[src/rtl/tfc_params.svh]
// Constants of the thermal fan control pin block
`ifndef TFC_PARAMS_SVH
`define TFC_PARAMS_SVH

`define TFC_CLK_PERIOD_NS  100
`define TFC_RRST_TIME_NS   10000
`define TFC_RRST_CYCLES    ((`TFC_RRST_TIME_NS + `TFC_CLK_PERIOD_NS - 1) / `TFC_CLK_PERIOD_NS)

`define TFC_SMB_ADDR       7'h2e

`define TFC_REG_CONFIG     8'h40
`define TFC_REG_STATUS     8'h41
`define TFC_REG_MASK       8'h43
`define TFC_REG_REMOTE     8'h44

`define TFC_CONFIG_RESET   8'h00
`define TFC_MASK_RESET     8'h00
`define TFC_STATUS_RESET   8'h00
`define TFC_BYTE_ZERO      8'h00

`define TFC_CFG_INT_EN     1
`define TFC_CFG_FAN_OFF    2
`define TFC_CFG_GPI_POL    3
`define TFC_ST_TRIP        0
`define TFC_ST_HOT         1
`define TFC_ST_GPI         4
`define TFC_RF_RESET       0
`define TFC_RF_OFF         1

`define TFC_FAN_FULL       8'hff
`define TFC_FAN_STOP       8'h00

`endif

[src/rtl/tfc_pkg.sv]
// Types shared by the thermal fan control pin block
`default_nettype none
package tfc_pkg;
   typedef logic [7:0] tfc_byte_t;
   typedef enum logic [2:0] {
      TFC_IDLE, TFC_RX, TFC_ACK, TFC_TX, TFC_TXACK
   } tfc_smb_state_e;
endpackage : tfc_pkg
`default_nettype wire

[src/rtl/tfc_smb_if.sv]
// Register access carrier between the serial slave and the control core
`timescale 1ns/100ps
`default_nettype none
interface tfc_smb_if;
   import tfc_pkg::*;
   tfc_byte_t ptr;
   logic      wr_stb;
   tfc_byte_t wr_data;
   logic      rd_stb;
   tfc_byte_t rd_data;
   modport slave (output ptr, output wr_stb, output wr_data, output rd_stb, input rd_data);
   modport core  (input ptr, input wr_stb, input wr_data, input rd_stb, output rd_data);
endinterface : tfc_smb_if
`default_nettype wire

[src/rtl/tfc_smb_slave.sv]
// Serial management bus slave: address match, pointer load, register write and read
`timescale 1ns/100ps
`default_nettype none
`include "tfc_params.svh"
module tfc_smb_slave
   import tfc_pkg::*;
(
   input  wire logic  clk_i,
   input  wire logic  rst_n_i,
   input  wire logic  scl_i,
   input  wire logic  sda_i,
   output logic       sda_oe_n_o,
   tfc_smb_if.slave   bus
);
   tfc_smb_state_e state, next_state;
   logic [2:0]     cnt, next_cnt;
   logic [1:0]     idx, next_idx;
   tfc_byte_t      sh, next_sh, ptr, next_ptr, wr_data, next_wr_data;
   logic           scl_q, sda_q, rw, next_rw, done, next_done, ack_seen, next_ack_seen;
   logic           wr_stb, next_wr_stb, next_rd_stb, next_sda_oe_n;
   logic           start, stop, rise, fall;

   assign start = scl_i & scl_q & sda_q & ~sda_i;
   assign stop  = scl_i & scl_q & ~sda_q & sda_i;
   assign rise  = scl_i & ~scl_q;
   assign fall  = ~scl_i & scl_q;
   assign bus.ptr     = ptr;
   assign bus.wr_stb  = wr_stb;
   assign bus.wr_data = wr_data;
   // Unregistered: the status clear lands on the capture edge, so an event there is kept
   assign bus.rd_stb  = next_rd_stb;

   always_comb begin
      next_state = state;
      next_cnt = cnt;
      next_idx = idx;
      next_sh = sh;
      next_ptr = ptr;
      next_wr_data = wr_data;
      next_rw = rw;
      next_done = done;
      next_ack_seen = ack_seen;
      next_wr_stb = 1'b0;
      next_rd_stb = 1'b0;
      next_sda_oe_n = sda_oe_n_o;
      if (start) begin
         next_state = TFC_RX;
         next_cnt = 3'h0;
         next_idx = 2'h0;
         next_done = 1'b0;
         next_sda_oe_n = 1'b1;
      end else if (stop) begin
         next_state = TFC_IDLE;
         next_sda_oe_n = 1'b1;
      end else begin
         case (state)
            TFC_RX: begin
               if (rise) begin
                  next_sh = {sh[6:0], sda_i};
                  next_cnt = cnt + 3'h1;
                  next_done = (cnt == 3'h7);
               end else if (fall && done) begin
                  next_done = 1'b0;
                  next_state = TFC_ACK;
                  next_sda_oe_n = 1'b0;
                  if (idx == 2'h0) begin
                     next_rw = sh[0];
                     if (sh[7:1] != `TFC_SMB_ADDR) begin
                        // Not our address: stay silent until the next start
                        next_state = TFC_IDLE;
                        next_sda_oe_n = 1'b1;
                     end
                  end else if (idx == 2'h1) begin
                     next_ptr = sh;
                  end else begin
                     next_wr_data = sh;
                     next_wr_stb = 1'b1;
                  end
               end
            end
            TFC_ACK: begin
               if (fall) begin
                  next_cnt = 3'h0;
                  if (rw) begin
                     next_state = TFC_TX;
                     next_sh = bus.rd_data;
                     next_rd_stb = 1'b1;
                     next_sda_oe_n = bus.rd_data[7];
                  end else begin
                     next_state = TFC_RX;
                     next_sda_oe_n = 1'b1;
                     // Extra data bytes keep landing in the pointed register
                     next_idx = (idx == 2'h2) ? idx : idx + 2'h1;
                  end
               end
            end
            TFC_TX: begin
               if (fall) begin
                  if (cnt == 3'h7) begin
                     next_state = TFC_TXACK;
                     next_sda_oe_n = 1'b1;
                  end else begin
                     next_cnt = cnt + 3'h1;
                     next_sh = {sh[6:0], 1'b0};
                     next_sda_oe_n = sh[6];
                  end
               end
            end
            TFC_TXACK: begin
               if (rise) begin
                  next_ack_seen = ~sda_i;
               end else if (fall) begin
                  next_cnt = 3'h0;
                  if (ack_seen) begin
                     next_state = TFC_TX;
                     next_sh = bus.rd_data;
                     next_rd_stb = 1'b1;
                     next_sda_oe_n = bus.rd_data[7];
                  end else begin
                     next_state = TFC_IDLE;
                  end
               end
            end
            default: begin
               next_state = TFC_IDLE;
            end
         endcase
      end
   end

   always_ff @(posedge clk_i or negedge rst_n_i) begin
      if (!rst_n_i) begin
         state <= TFC_IDLE;
         cnt <= 3'h0;
         idx <= 2'h0;
         sh <= `TFC_BYTE_ZERO;
         ptr <= `TFC_BYTE_ZERO;
         wr_data <= `TFC_BYTE_ZERO;
         rw <= 1'b0;
         done <= 1'b0;
         ack_seen <= 1'b0;
         wr_stb <= 1'b0;
         sda_oe_n_o <= 1'b1;
         scl_q <= 1'b1;
         sda_q <= 1'b1;
      end else begin
         state <= next_state;
         cnt <= next_cnt;
         idx <= next_idx;
         sh <= next_sh;
         ptr <= next_ptr;
         wr_data <= next_wr_data;
         rw <= next_rw;
         done <= next_done;
         ack_seen <= next_ack_seen;
         wr_stb <= next_wr_stb;
         sda_oe_n_o <= next_sda_oe_n;
         scl_q <= scl_i;
         sda_q <= sda_i;
      end
   end
endmodule : tfc_smb_slave
`default_nettype wire

[src/rtl/tfc_core.sv]
// Fan, thermal alert, remote control and board test pin logic with its serial slave
//
// Contract
// - Fan-off request pin pulls low to ask for fan shut-off, independent of speed.
// - General input has selectable polarity; when active it sets status bit 4.
// - Auxiliary reset input driven low resets the whole block.
// - Main-power-lost low turns fan speed off and clears remote power-off.
// - A remote function write with bit 0 set pulses the remote reset pin low.
// - High on the fan-speed/test pin selects board connectivity tree test.
// - Outside tree test the shared pin carries the fan speed output.
// - First over-temperature output goes low whenever a setpoint is violated outside tree test.
// - While the first over-temperature output is low outside tree test, fan runs full speed unless main-power-lost is low.
// - In tree test the first over-temperature pin carries the tree result.
// - Second open-drain over-temperature output carries the same indication.
// - A remote function write with bit 1 set drives the remote power-off output high.
// - Remote power-off stays high until main-power-lost goes low.
// - Trip point violations are signalled on the system interrupt pin.
// - Interrupt pin works only while configuration bit 1 is set; reset clears it.
// - Serial slave answers at 7-bit address 0101110 after power-up.
// - First written byte loads the pointer; a second byte writes that register.
// - The remote function register drives the remote reset and power-off pins.
`timescale 1ns/100ps
`default_nettype none
`include "tfc_params.svh"
module tfc_core
   import tfc_pkg::*;
#(
   parameter int unsigned RRST_CYCLES = `TFC_RRST_CYCLES,
   parameter int unsigned CNT_W       = 8
)(
   input  wire logic       clk_i,
   input  wire logic       nrst_i,
   input  wire logic       aux_reset_n_i,
   input  wire logic       main_power_lost_n_i,
   input  wire logic       general_input_pin_i,
   input  wire logic       fan_speed_or_tree_test_in_i,
   input  wire logic       overtemp_event_i,
   input  wire logic       trip_event_i,
   input  wire logic [7:0] fan_demand_i,
   input  wire logic       scl_i,
   input  wire logic       sda_i,
   output logic            sda_oe_n_o,
   output logic [7:0]      fan_speed_analog_out_o,
   output logic            fan_off_oe_n_o,
   output logic            overtemp_a_or_tree_out_o,
   output logic            overtemp_b_n_oe_n_o,
   output logic            remote_reset_oe_n_o,
   output logic            remote_off_o,
   output logic            int_oe_n_o
);
   localparam int TREE_W = 5;

   logic             rst_raw_n, rst_n;
   logic [1:0]       rst_sync;
   tfc_byte_t        cfg, next_cfg, mask, next_mask, status, next_status;
   logic [CNT_W-1:0] rrst_cnt, next_rrst_cnt;
   logic             roff, next_roff, gpi_active, rrst_load, test_mode;
   logic [TREE_W-1:0] tree_in, tree_chain;
   logic [7:0]       next_fan;
   logic             next_fan_off_oe_n, next_ota, next_otb, next_rrst_oe_n, next_int_oe_n;
   logic [15:0]      low_len;

   tfc_smb_if smb ();

   tfc_smb_slave u_slave (
      .clk_i      (clk_i),
      .rst_n_i    (rst_n),
      .scl_i      (scl_i),
      .sda_i      (sda_i),
      .sda_oe_n_o (sda_oe_n_o),
      .bus        (smb.slave)
   );

   // Either reset source asserts at once; release is retimed to the clock
   assign rst_raw_n = nrst_i & aux_reset_n_i;
   always_ff @(posedge clk_i or negedge rst_raw_n) begin
      if (!rst_raw_n) begin
         rst_sync <= 2'b00;
      end else begin
         rst_sync <= {rst_sync[0], 1'b1};
      end
   end
   assign rst_n = rst_sync[1];

   assign test_mode  = fan_speed_or_tree_test_in_i;
   assign gpi_active = (general_input_pin_i == cfg[`TFC_CFG_GPI_POL]);
   assign rrst_load  = smb.wr_stb && (smb.ptr == `TFC_REG_REMOTE)
                       && smb.wr_data[`TFC_RF_RESET];

   // Board connectivity chain through the digital inputs
   assign tree_in = {sda_i, scl_i, main_power_lost_n_i, aux_reset_n_i, general_input_pin_i};
   assign tree_chain[0] = tree_in[0];
   for (genvar i = 1; i < TREE_W; i++) begin : g_tree
      assign tree_chain[i] = ~(tree_chain[i-1] & tree_in[i]);
   end

   always_comb begin
      smb.rd_data = `TFC_BYTE_ZERO;
      if (smb.ptr == `TFC_REG_CONFIG) begin
         smb.rd_data = cfg;
      end else if (smb.ptr == `TFC_REG_STATUS) begin
         smb.rd_data = status;
      end else if (smb.ptr == `TFC_REG_MASK) begin
         smb.rd_data = mask;
      end else if (smb.ptr == `TFC_REG_REMOTE) begin
         smb.rd_data = {6'h00, roff, 1'b0};
      end
   end

   always_comb begin
      next_cfg = cfg;
      next_mask = mask;
      next_roff = roff;
      next_rrst_cnt = rrst_cnt;
      next_status = status;
      // Reading status clears it; a same-cycle event is set again below
      if (smb.rd_stb && (smb.ptr == `TFC_REG_STATUS)) begin
         next_status = `TFC_STATUS_RESET;
      end
      if (gpi_active) begin
         next_status[`TFC_ST_GPI] = 1'b1;
      end
      if (trip_event_i) begin
         next_status[`TFC_ST_TRIP] = 1'b1;
      end
      if (overtemp_event_i) begin
         next_status[`TFC_ST_HOT] = 1'b1;
      end
      if (rrst_cnt != '0) begin
         next_rrst_cnt = rrst_cnt - 1'b1;
      end
      if (smb.wr_stb) begin
         if (smb.ptr == `TFC_REG_CONFIG) begin
            next_cfg = smb.wr_data;
         end else if (smb.ptr == `TFC_REG_MASK) begin
            next_mask = smb.wr_data;
         end else if (smb.ptr == `TFC_REG_REMOTE) begin
            if (smb.wr_data[`TFC_RF_RESET]) begin
               next_rrst_cnt = CNT_W'(RRST_CYCLES);
            end
            if (smb.wr_data[`TFC_RF_OFF]) begin
               next_roff = 1'b1;
            end
         end
      end
      // Power loss overrides a power-off command in the same cycle
      if (!main_power_lost_n_i) begin
         next_roff = 1'b0;
      end
   end

   always_ff @(posedge clk_i or negedge rst_n) begin
      if (!rst_n) begin
         cfg <= `TFC_CONFIG_RESET;
         mask <= `TFC_MASK_RESET;
         status <= `TFC_STATUS_RESET;
         roff <= 1'b0;
         rrst_cnt <= '0;
      end else begin
         cfg <= next_cfg;
         mask <= next_mask;
         status <= next_status;
         roff <= next_roff;
         rrst_cnt <= next_rrst_cnt;
      end
   end

   always_comb begin
      next_fan = fan_demand_i;
      if (!main_power_lost_n_i || test_mode) begin
         next_fan = `TFC_FAN_STOP;
      end else if (overtemp_event_i) begin
         next_fan = `TFC_FAN_FULL;
      end
      next_fan_off_oe_n = ~next_cfg[`TFC_CFG_FAN_OFF];
      next_ota = test_mode ? tree_chain[TREE_W-1] : ~overtemp_event_i;
      next_otb = ~overtemp_event_i;
      next_rrst_oe_n = (next_rrst_cnt == '0);
      next_int_oe_n = ~(next_cfg[`TFC_CFG_INT_EN] && ((next_status & ~next_mask) != '0));
   end

   always_ff @(posedge clk_i or negedge rst_n) begin
      if (!rst_n) begin
         fan_speed_analog_out_o <= `TFC_FAN_STOP;
         fan_off_oe_n_o <= 1'b1;
         overtemp_a_or_tree_out_o <= 1'b1;
         overtemp_b_n_oe_n_o <= 1'b1;
         remote_reset_oe_n_o <= 1'b1;
         remote_off_o <= 1'b0;
         int_oe_n_o <= 1'b1;
      end else begin
         fan_speed_analog_out_o <= next_fan;
         fan_off_oe_n_o <= next_fan_off_oe_n;
         overtemp_a_or_tree_out_o <= next_ota;
         overtemp_b_n_oe_n_o <= next_otb;
         remote_reset_oe_n_o <= next_rrst_oe_n;
         remote_off_o <= next_roff;
         int_oe_n_o <= next_int_oe_n;
      end
   end

   // Helper for the pulse length check: low cycles since the last load
   always_ff @(posedge clk_i or negedge rst_n) begin
      if (!rst_n) begin
         low_len <= 16'h0000;
      end else if (rrst_load) begin
         low_len <= 16'h0000;
      end else if (!remote_reset_oe_n_o) begin
         low_len <= low_len + 16'h0001;
      end
   end

   a_rrst_pulse_len: assert property (@(posedge clk_i) disable iff (!rst_n)
      $rose(remote_reset_oe_n_o) |-> (low_len == 16'(RRST_CYCLES)))
      else $error("remote reset pulse has wrong length");
   a_rrst_start: assert property (@(posedge clk_i) disable iff (!rst_n)
      rrst_load |=> (!remote_reset_oe_n_o)[*8])
      else $error("remote reset pulse did not start");
   a_fan_hot_full: assert property (@(posedge clk_i) disable iff (!rst_n)
      (overtemp_event_i && !test_mode && main_power_lost_n_i)
      |=> (fan_speed_analog_out_o == `TFC_FAN_FULL))
      else $error("fan not at full speed while hot");
   a_power_lost_off: assert property (@(posedge clk_i) disable iff (!rst_n)
      !main_power_lost_n_i |=> (fan_speed_analog_out_o == `TFC_FAN_STOP) && !remote_off_o)
      else $error("power loss did not stop fan or clear power-off");
   a_roff_hold: assert property (@(posedge clk_i) disable iff (!rst_n)
      (remote_off_o && main_power_lost_n_i) |=> remote_off_o)
      else $error("remote power-off dropped without power loss");
   a_int_gated: assert property (@(posedge clk_i) disable iff (!rst_n)
      !int_oe_n_o |-> $past(next_cfg[`TFC_CFG_INT_EN]))
      else $error("interrupt pin active while disabled");
   a_tree_route: assert property (@(posedge clk_i) disable iff (!rst_n)
      test_mode |=> (overtemp_a_or_tree_out_o == $past(tree_chain[TREE_W-1])))
      else $error("tree result not routed in test mode");
   a_therm_pair: assert property (@(posedge clk_i) disable iff (!rst_n)
      !$past(test_mode) |-> (overtemp_a_or_tree_out_o == overtemp_b_n_oe_n_o))
      else $error("second over-temperature output disagrees");
   a_gpi_sets: assert property (@(posedge clk_i) disable iff (!rst_n)
      gpi_active |=> status[`TFC_ST_GPI])
      else $error("active general input did not set status");
   a_fan_off_req: assert property (@(posedge clk_i) disable iff (!rst_n)
      cfg[`TFC_CFG_FAN_OFF] |-> !fan_off_oe_n_o)
      else $error("fan-off request not driven");
endmodule : tfc_core
`default_nettype wire

[config.mk]
export PLATFORM = sky130hd
export DESIGN_NAME = tfc_core
export DESIGN_NICKNAME = d
export VERILOG_FILES = /design/src/rtl/tfc_pkg.sv /design/src/rtl/tfc_smb_if.sv /design/src/rtl/tfc_smb_slave.sv /design/src/rtl/tfc_core.sv
export VERILOG_INCLUDE_DIRS = /design/src /design/src/rtl
export SDC_FILE = /design/constraint.sdc
export NUM_CORES = 1
export LEC_CHECK = 0
export ABC_AREA = 1
export BUFFER_PORTS_ARGS = -buffer_cell sky130_fd_sc_hd__buf_2
export CAP_MARGIN = 20
export CORE_MARGIN = 1
export CORE_UTILIZATION = 55
export CTS_CLUSTER_DIAMETER = 120
export DETAILED_ROUTE_END_ITERATION = 7
export PLACE_DENSITY = 0.82
export SYNTH_ARGS = -nofsm -noshare
export SYNTH_HDL_FRONTEND = slang
export SYNTH_SLANG_ARGS = --single-unit
[constraint.sdc]
create_clock -name clk_i -period 6.6 [get_ports clk_i]
set_input_delay 0.99 -clock clk_i [delete_from_list [all_inputs] [get_ports clk_i]]
set_output_delay 0.99 -clock clk_i [all_outputs]
set_load 0.05 [all_outputs]
# Word-level counts from Yosys, hierarchy flattened
# Index checks and enable logic that the tools add are counted.
# classes
mux	99
n_reduce_logical	28
bitwise	30
eq_ne	41
addsub	3
# ops
op	n
two-way mux 8 bit	23
two-way mux 3 bit	19
two-way mux 1 bit	42
equality test 8 x 7 -> 1 bit, second input constant	4
one-hot mux 8 bit (4 select lines)	1
inequality test 4 x 1 -> 1 bit, second input constant	6
one-hot mux 3 bit (4 select lines)	2
inequality test 2 x 1 -> 1 bit, second input constant	11
AND reduction 7 bit	3
two-way mux 2 bit	10
inverter 1 bit	16
nonzero test 8 bit	2
bitwise AND 1 bit	12
AND reduction 6 bit	2
AND reduction 11 bit	1
inequality test 2 bit, second input constant	5
AND reduction 5 bit	2
bitwise AND 8 bit	1
logical NOT 8 bit	1
inequality test 4 x 2 -> 1 bit, second input constant	2
inverter 8 bit	1
AND reduction 8 bit	1
subtractor 8 x 1 -> 8 bit, second input constant	1
inequality test 7 x 6 -> 1 bit, second input constant	1
other kinds (24)	32
# word_totals
register_bits	87
wordCells	227

# Longest topological paths before layout
# logic_depth
depth_word	14
depth_mapped	13
mapped_depth_nobuf	13

# Modules after synthesis
# From an unflattened synthesis, not the netlist that was laid out.
# unflattened
hier_cells	571
hier_area_um2	4549.4
# modules_own_cells
module	n_inst	area_each_um2	cells_each
tfc_core	1	2391.0	300
tfc_smb_slave	1	2158.3	271

# Worst setup path before layout
# No wires, ideal clock.
# synth_timing
kind	input port to flip-flop
start	input port scl_i
end	register u_slave.ptr[6], in the netlist u_slave.bus.ptr[6]
t_arrival_ps	1901
stages	9
path_slack_ps	4577
setup_time_ps	122
t_required_ps	6478
cell_sequence	inv_1 nand2_1 inv_2 nand2_1 nor2_2 nand3_2 buf_2 nand2_1 o21ai_1
# synth_via
elab_chain_len	5
# synth_rtl
item	line_no	source
from (decl)	tfc_core.sv:40	input wire logic scl_i,
bitwise AND 1 bit	tfc_smb_slave.sv:23, tfc_smb_slave.sv:24	
bitwise AND 1 bit, on equally long branches (2 in a row)	tfc_smb_slave.sv:23, tfc_smb_slave.sv:24	
inverter 1 bit (no line)	-	
AND reduction 7 bit (no line) (*)	-	
to (signal assigned)	tfc_smb_slave.sv:137	ptr <= `TFC_BYTE_ZERO;
to (signal assigned)	tfc_smb_slave.sv:151	ptr <= next_ptr;
to (decl)	tfc_smb_slave.sv:18	tfc_byte_t sh, next_sh, ptr, next_ptr, wr_data, next_wr_data;
# Mark *: on every way between the ends. The rest lies on a longest branch, timed or not.
# A chain may end at the register's enable or synchronous reset.

# Worst setup path in the final report
# layout_timing
start	register u_slave.sda_oe_n_o
end	output port sda_oe_n_o
# layout_lines
item	line_no	source
from (decl)	tfc_smb_slave.sv:12	output logic sda_oe_n_o,
from (signal assigned)	tfc_smb_slave.sv:157	sda_oe_n_o <= next_sda_oe_n;
to (decl)	tfc_core.sv:42	output logic sda_oe_n_o,
# No word-level cell between the ends.

==> flow_metrics.env <==
export IMPL_num_io_pins=33
export IMPL_period_share=0.326
export IMPL_criticalPathCategory="reg -> out"
export IMPL_drcViolationCount=0
export IMPL_coreArea_um2=7730
export IMPL_placed_cell_area_um2=4630
export IMPL_hold_viol=0
export IMPL_critPathTopFamily="flip-flops"
export IMPL_layout_drive_gt1_share=0.200
export IMPL_cp_cell_sequence="buf_2"
export IMPL_switching_share=0.383
export IMPL_fp_dieArea_um2=8380
export IMPL_dr_pass1_iters=5
export IMPL_outcome="completed"
export IMPL_fill_cells=676
export IMPL_leakage_nw=2.51
export IMPL_cts_tree="built"
export IMPL_max_cap_violations=0
export IMPL_arrival_ns=1.16
export IMPL_cts_hold_buf=0
export IMPL_placed_cells=665
export IMPL_clock_skew_ns=0.0164
export IMPL_final_setup_worst_slack_ns=4.45
export IMPL_cts_root_buffer="clkbuf_8"
export IMPL_synth_area_um2=4410
export IMPL_wl_per_cell_um=14.1
export IMPL_drt_total_wl_mm=9.61
export IMPL_cts_max_path_buffers=2
export IMPL_grt_pass1_wl_mm=16.2
export IMPL_grt_pass1_vias=3504
export IMPL_synth_top_area_frac=0.448
export IMPL_synth_top_family_by_area="simple AND/OR/NAND/NOR gates"
export IMPL_drv_slew=0
export IMPL_dieHeight_um=91.5
export IMPL_pwr_share_clk=0.270
export IMPL_num_nets_final=600
export IMPL_tightest_slew_ns=0.812
export IMPL_overflow=0
export IMPL_fmaxAchievable_ghz=0.465
export IMPL_yosys_warnings=0
export IMPL_critPathBufInv=1
export IMPL_fin_cells=682
export IMPL_avgSynthCellArea_um2=8.15
export IMPL_clkLatencyLatePin_ns=0.38
export IMPL_power_density_nw_per_um2=283
export IMPL_globalplace_congestion=0.902
export IMPL_ys_seq_elements=87
export IMPL_ir_drop_v=0.000146
export IMPL_cts_buffers=9
export IMPL_cts_setup_buffers=0
export IMPL_rows=32
export IMPL_synth_nets=566
export IMPL_clk_pin_slew_ns=0.11
export IMPL_post_cts_resized=0
export IMPL_grt_max_degree=86
export IMPL_cts_htree_levels=3
export IMPL_cp_slowest_stage_delay_ns=0.54
export IMPL_drtIter0Drc=222
export IMPL_comb_power_share=0.273
export IMPL_synthAdderAreaFrac=0.0199
export IMPL_required_ns=5.61
export IMPL_async_reset_ff_frac=1.00
export IMPL_yosys_most_used_dff="dfrtp_1"
export IMPL_seqCellArea_um2=2190
export IMPL_yosys_area_top_type="dfrtp_1"
export IMPL_n_antenna_cell=0
export IMPL_synth_cells=541
export IMPL_start_util=0.570
export IMPL_slew_headroom=0.455
export IMPL_globalRouteTotalUtil=0.249
export IMPL_power_w=0.00138
export IMPL_synth_area_mux_share=0.00255
export IMPL_multi_input_area_um2=1830
export IMPL_worstPathMaxFanout=2
export IMPL_vias_per_cell=5.27
export IMPL_yosys_area_share_simple=0.280
export IMPL_place_ws_ns=4.07
export IMPL_die_w_um=91.5
export IMPL_vias=3597
export IMPL_area_growth_pct=10.2
export IMPL_r2r_setup_slack_ns=4.56
export IMPL_slowest_stage="dfstp_2"
export IMPL_worst_setup_path_end_kind="primary output"
export IMPL_synth_compound_area_frac=0.101
export IMPL_antenna_left=0
export IMPL_cts_sinks=87
export IMPL_hp_class="reg -> async"
export IMPL_seqPwrFrac=0.457
export IMPL_synth_xor_xnor_area_share=0.00993
export IMPL_rsz0062_at_grt="no"
export IMPL_synth_edf_count=0
export IMPL_grt_antenna_before_repair=0
export IMPL_setup_violations=0
export IMPL_numPortBuffers=32
export IMPL_p_switching_w=0.000528
export IMPL_layout_min_cycle_time_ns=2.15
export IMPL_synth_area_leaders="dfrtp_1, nand2_1, inv_1"
export IMPL_critPathLaunchType="flop"
export IMPL_ys_seq_area_frac=0.496
export IMPL_p_int_w=0.000850
export IMPL_yosysUniqueCellTypes=41
export IMPL_tns_ns=0
export IMPL_finalInstanceArea_um2=4860
export IMPL_place_hpwl_mm=7.05
==> registers in the layout (all words and copies together), names as in the netlist, 2 cells and up <==
register	cells
u_slave.bus.wr_data	8
cfg	8
u_slave.bus.ptr	8
rrst_cnt	8
fan_speed_analog_out_o	8
mask	8
status	8
u_slave.state	3
u_slave.sh	8
rst_sync	2
u_slave.idx	2
u_slave.cnt	3
==> synthesized netlist by cell type (4+ instances only) <==
cell type,count
a21oi_1,12
a31oi_1,5
buf_2,5
dfrtp_1,79
dfstp_2,8
ha_1,7
inv_1,75
inv_2,9
nand2_1,125
nand2_2,13
nand3_1,22
nand3_2,4
nand4_1,10
nor2_1,63
nor2_2,9
nor3_1,4
o21ai_0,39
o21ai_1,9
o21ai_2,7
or2_2,4
xor2_1,5
==> power groups by stage <==
stage | Sequential, W | Clock (W) | Combinational (W)
2_1_floorplan | 0.000651 | 0 | 0.000292
3_3_place_gp | 0.000646 | 0 | 0.000352
3_5_place_dp | 0.000648 | 0 | 0.000363
4_1_cts | 0.000638 | 0.000378 | 0.000366
5_1_grt | 0.000636 | 0.000399 | 0.000422
6_report | 0.000630 | 0.000372 | 0.000376
==> metrics by stage <==
stage / hold slack, ns / util
finish: 0.173 / 0.629
global route: 0.186 / 0.629
CTS: 0.377 / 0.625
detailed placement: 0.341 / 0.599
global placement: 0.344 / 0.599
floorplan: 0.331 / -
==> layer usage <==
metal  GRT usage  routed length (µm)  vias to the layer above
met5           0                   0                        -
met4      0.0860                 164                        0
met3      0.0595                 425                       18
met2       0.410                4720                       76
met1       0.322                4310                     1731
li1            -                   -                     1772
==> logic make-up (layout without fill, tap and decap cells) <==
| kind of cell | after synthesis | in the layout |
|---|---|---|
| AND/OR/NAND/NOR | 265 | 265 |
| other | 1 | 1 |
| flip-flops | 87 | 87 |
| AO/OA/AOI/OAI | 79 | 79 |
| XOR/XNOR | 5 | 5 |
| adder cells (fa/ha/maj) | 7 | 7 |
| buffers and inverters | 96 | 135 |
| multiplexers | 1 | 1 |
==> cell usage in the layout (no fill, tap or decap), types with 2 or more instances in the layout <==
master / netlist / final
a21oi_1: 12 / 12
a22oi_1: 2 / 2
a31oi_1: 5 / 5
buf_2: 5 / 32
clkbuf_8: 0 / 9
clkinv_4: 0 / 2
dfrtp_1: 79 / 78
dfstp_2: 8 / 8
ha_1: 7 / 7
inv_1: 75 / 75
inv_2: 9 / 9
inv_8: 0 / 3
nand2_1: 125 / 125
nand2_2: 13 / 13
nand2_4: 2 / 2
nand3_1: 22 / 22
nand3_2: 4 / 4
nand4_1: 10 / 10
nand4_2: 2 / 2
nor2_1: 63 / 63
nor2_2: 9 / 9
nor2_4: 2 / 2
nor3_1: 4 / 4
o211ai_1: 2 / 2
o21ai_0: 39 / 39
o21ai_1: 9 / 9
o21ai_2: 7 / 7
or2_2: 4 / 4
xor2_1: 5 / 5
==> layout make-up <==
cell class	instances	share of cell area
sequential	87	0.451
multi-input combinational	358	0.376
inverter	86	0.0672
timing repair buffer	33	0.0386
tap	102	0.0263
clock buffer	9	0.0255
clock inverter	7	0.0155
==> final timing paths <==
| check | cells after the start | end | start |
|---|---|---|---|
| min in group clk_i | 0 | rst_sync[1] | rst_sync[0] |
| min | 0 | mask[0] | rst_sync[1] |
| max reg2reg | 10 | int_oe_n_o | u_slave.bus.ptr[5] |
| max in group asynchronous | 1 | remote_reset_oe_n_o | rst_sync[1] |
| max | 1 | sda_oe_n_o | u_slave.sda_oe_n_o |
| min reg2reg | 0 | mask[0] | rst_sync[1] |
No activity file was read; power rests on OpenSTA's default activity.
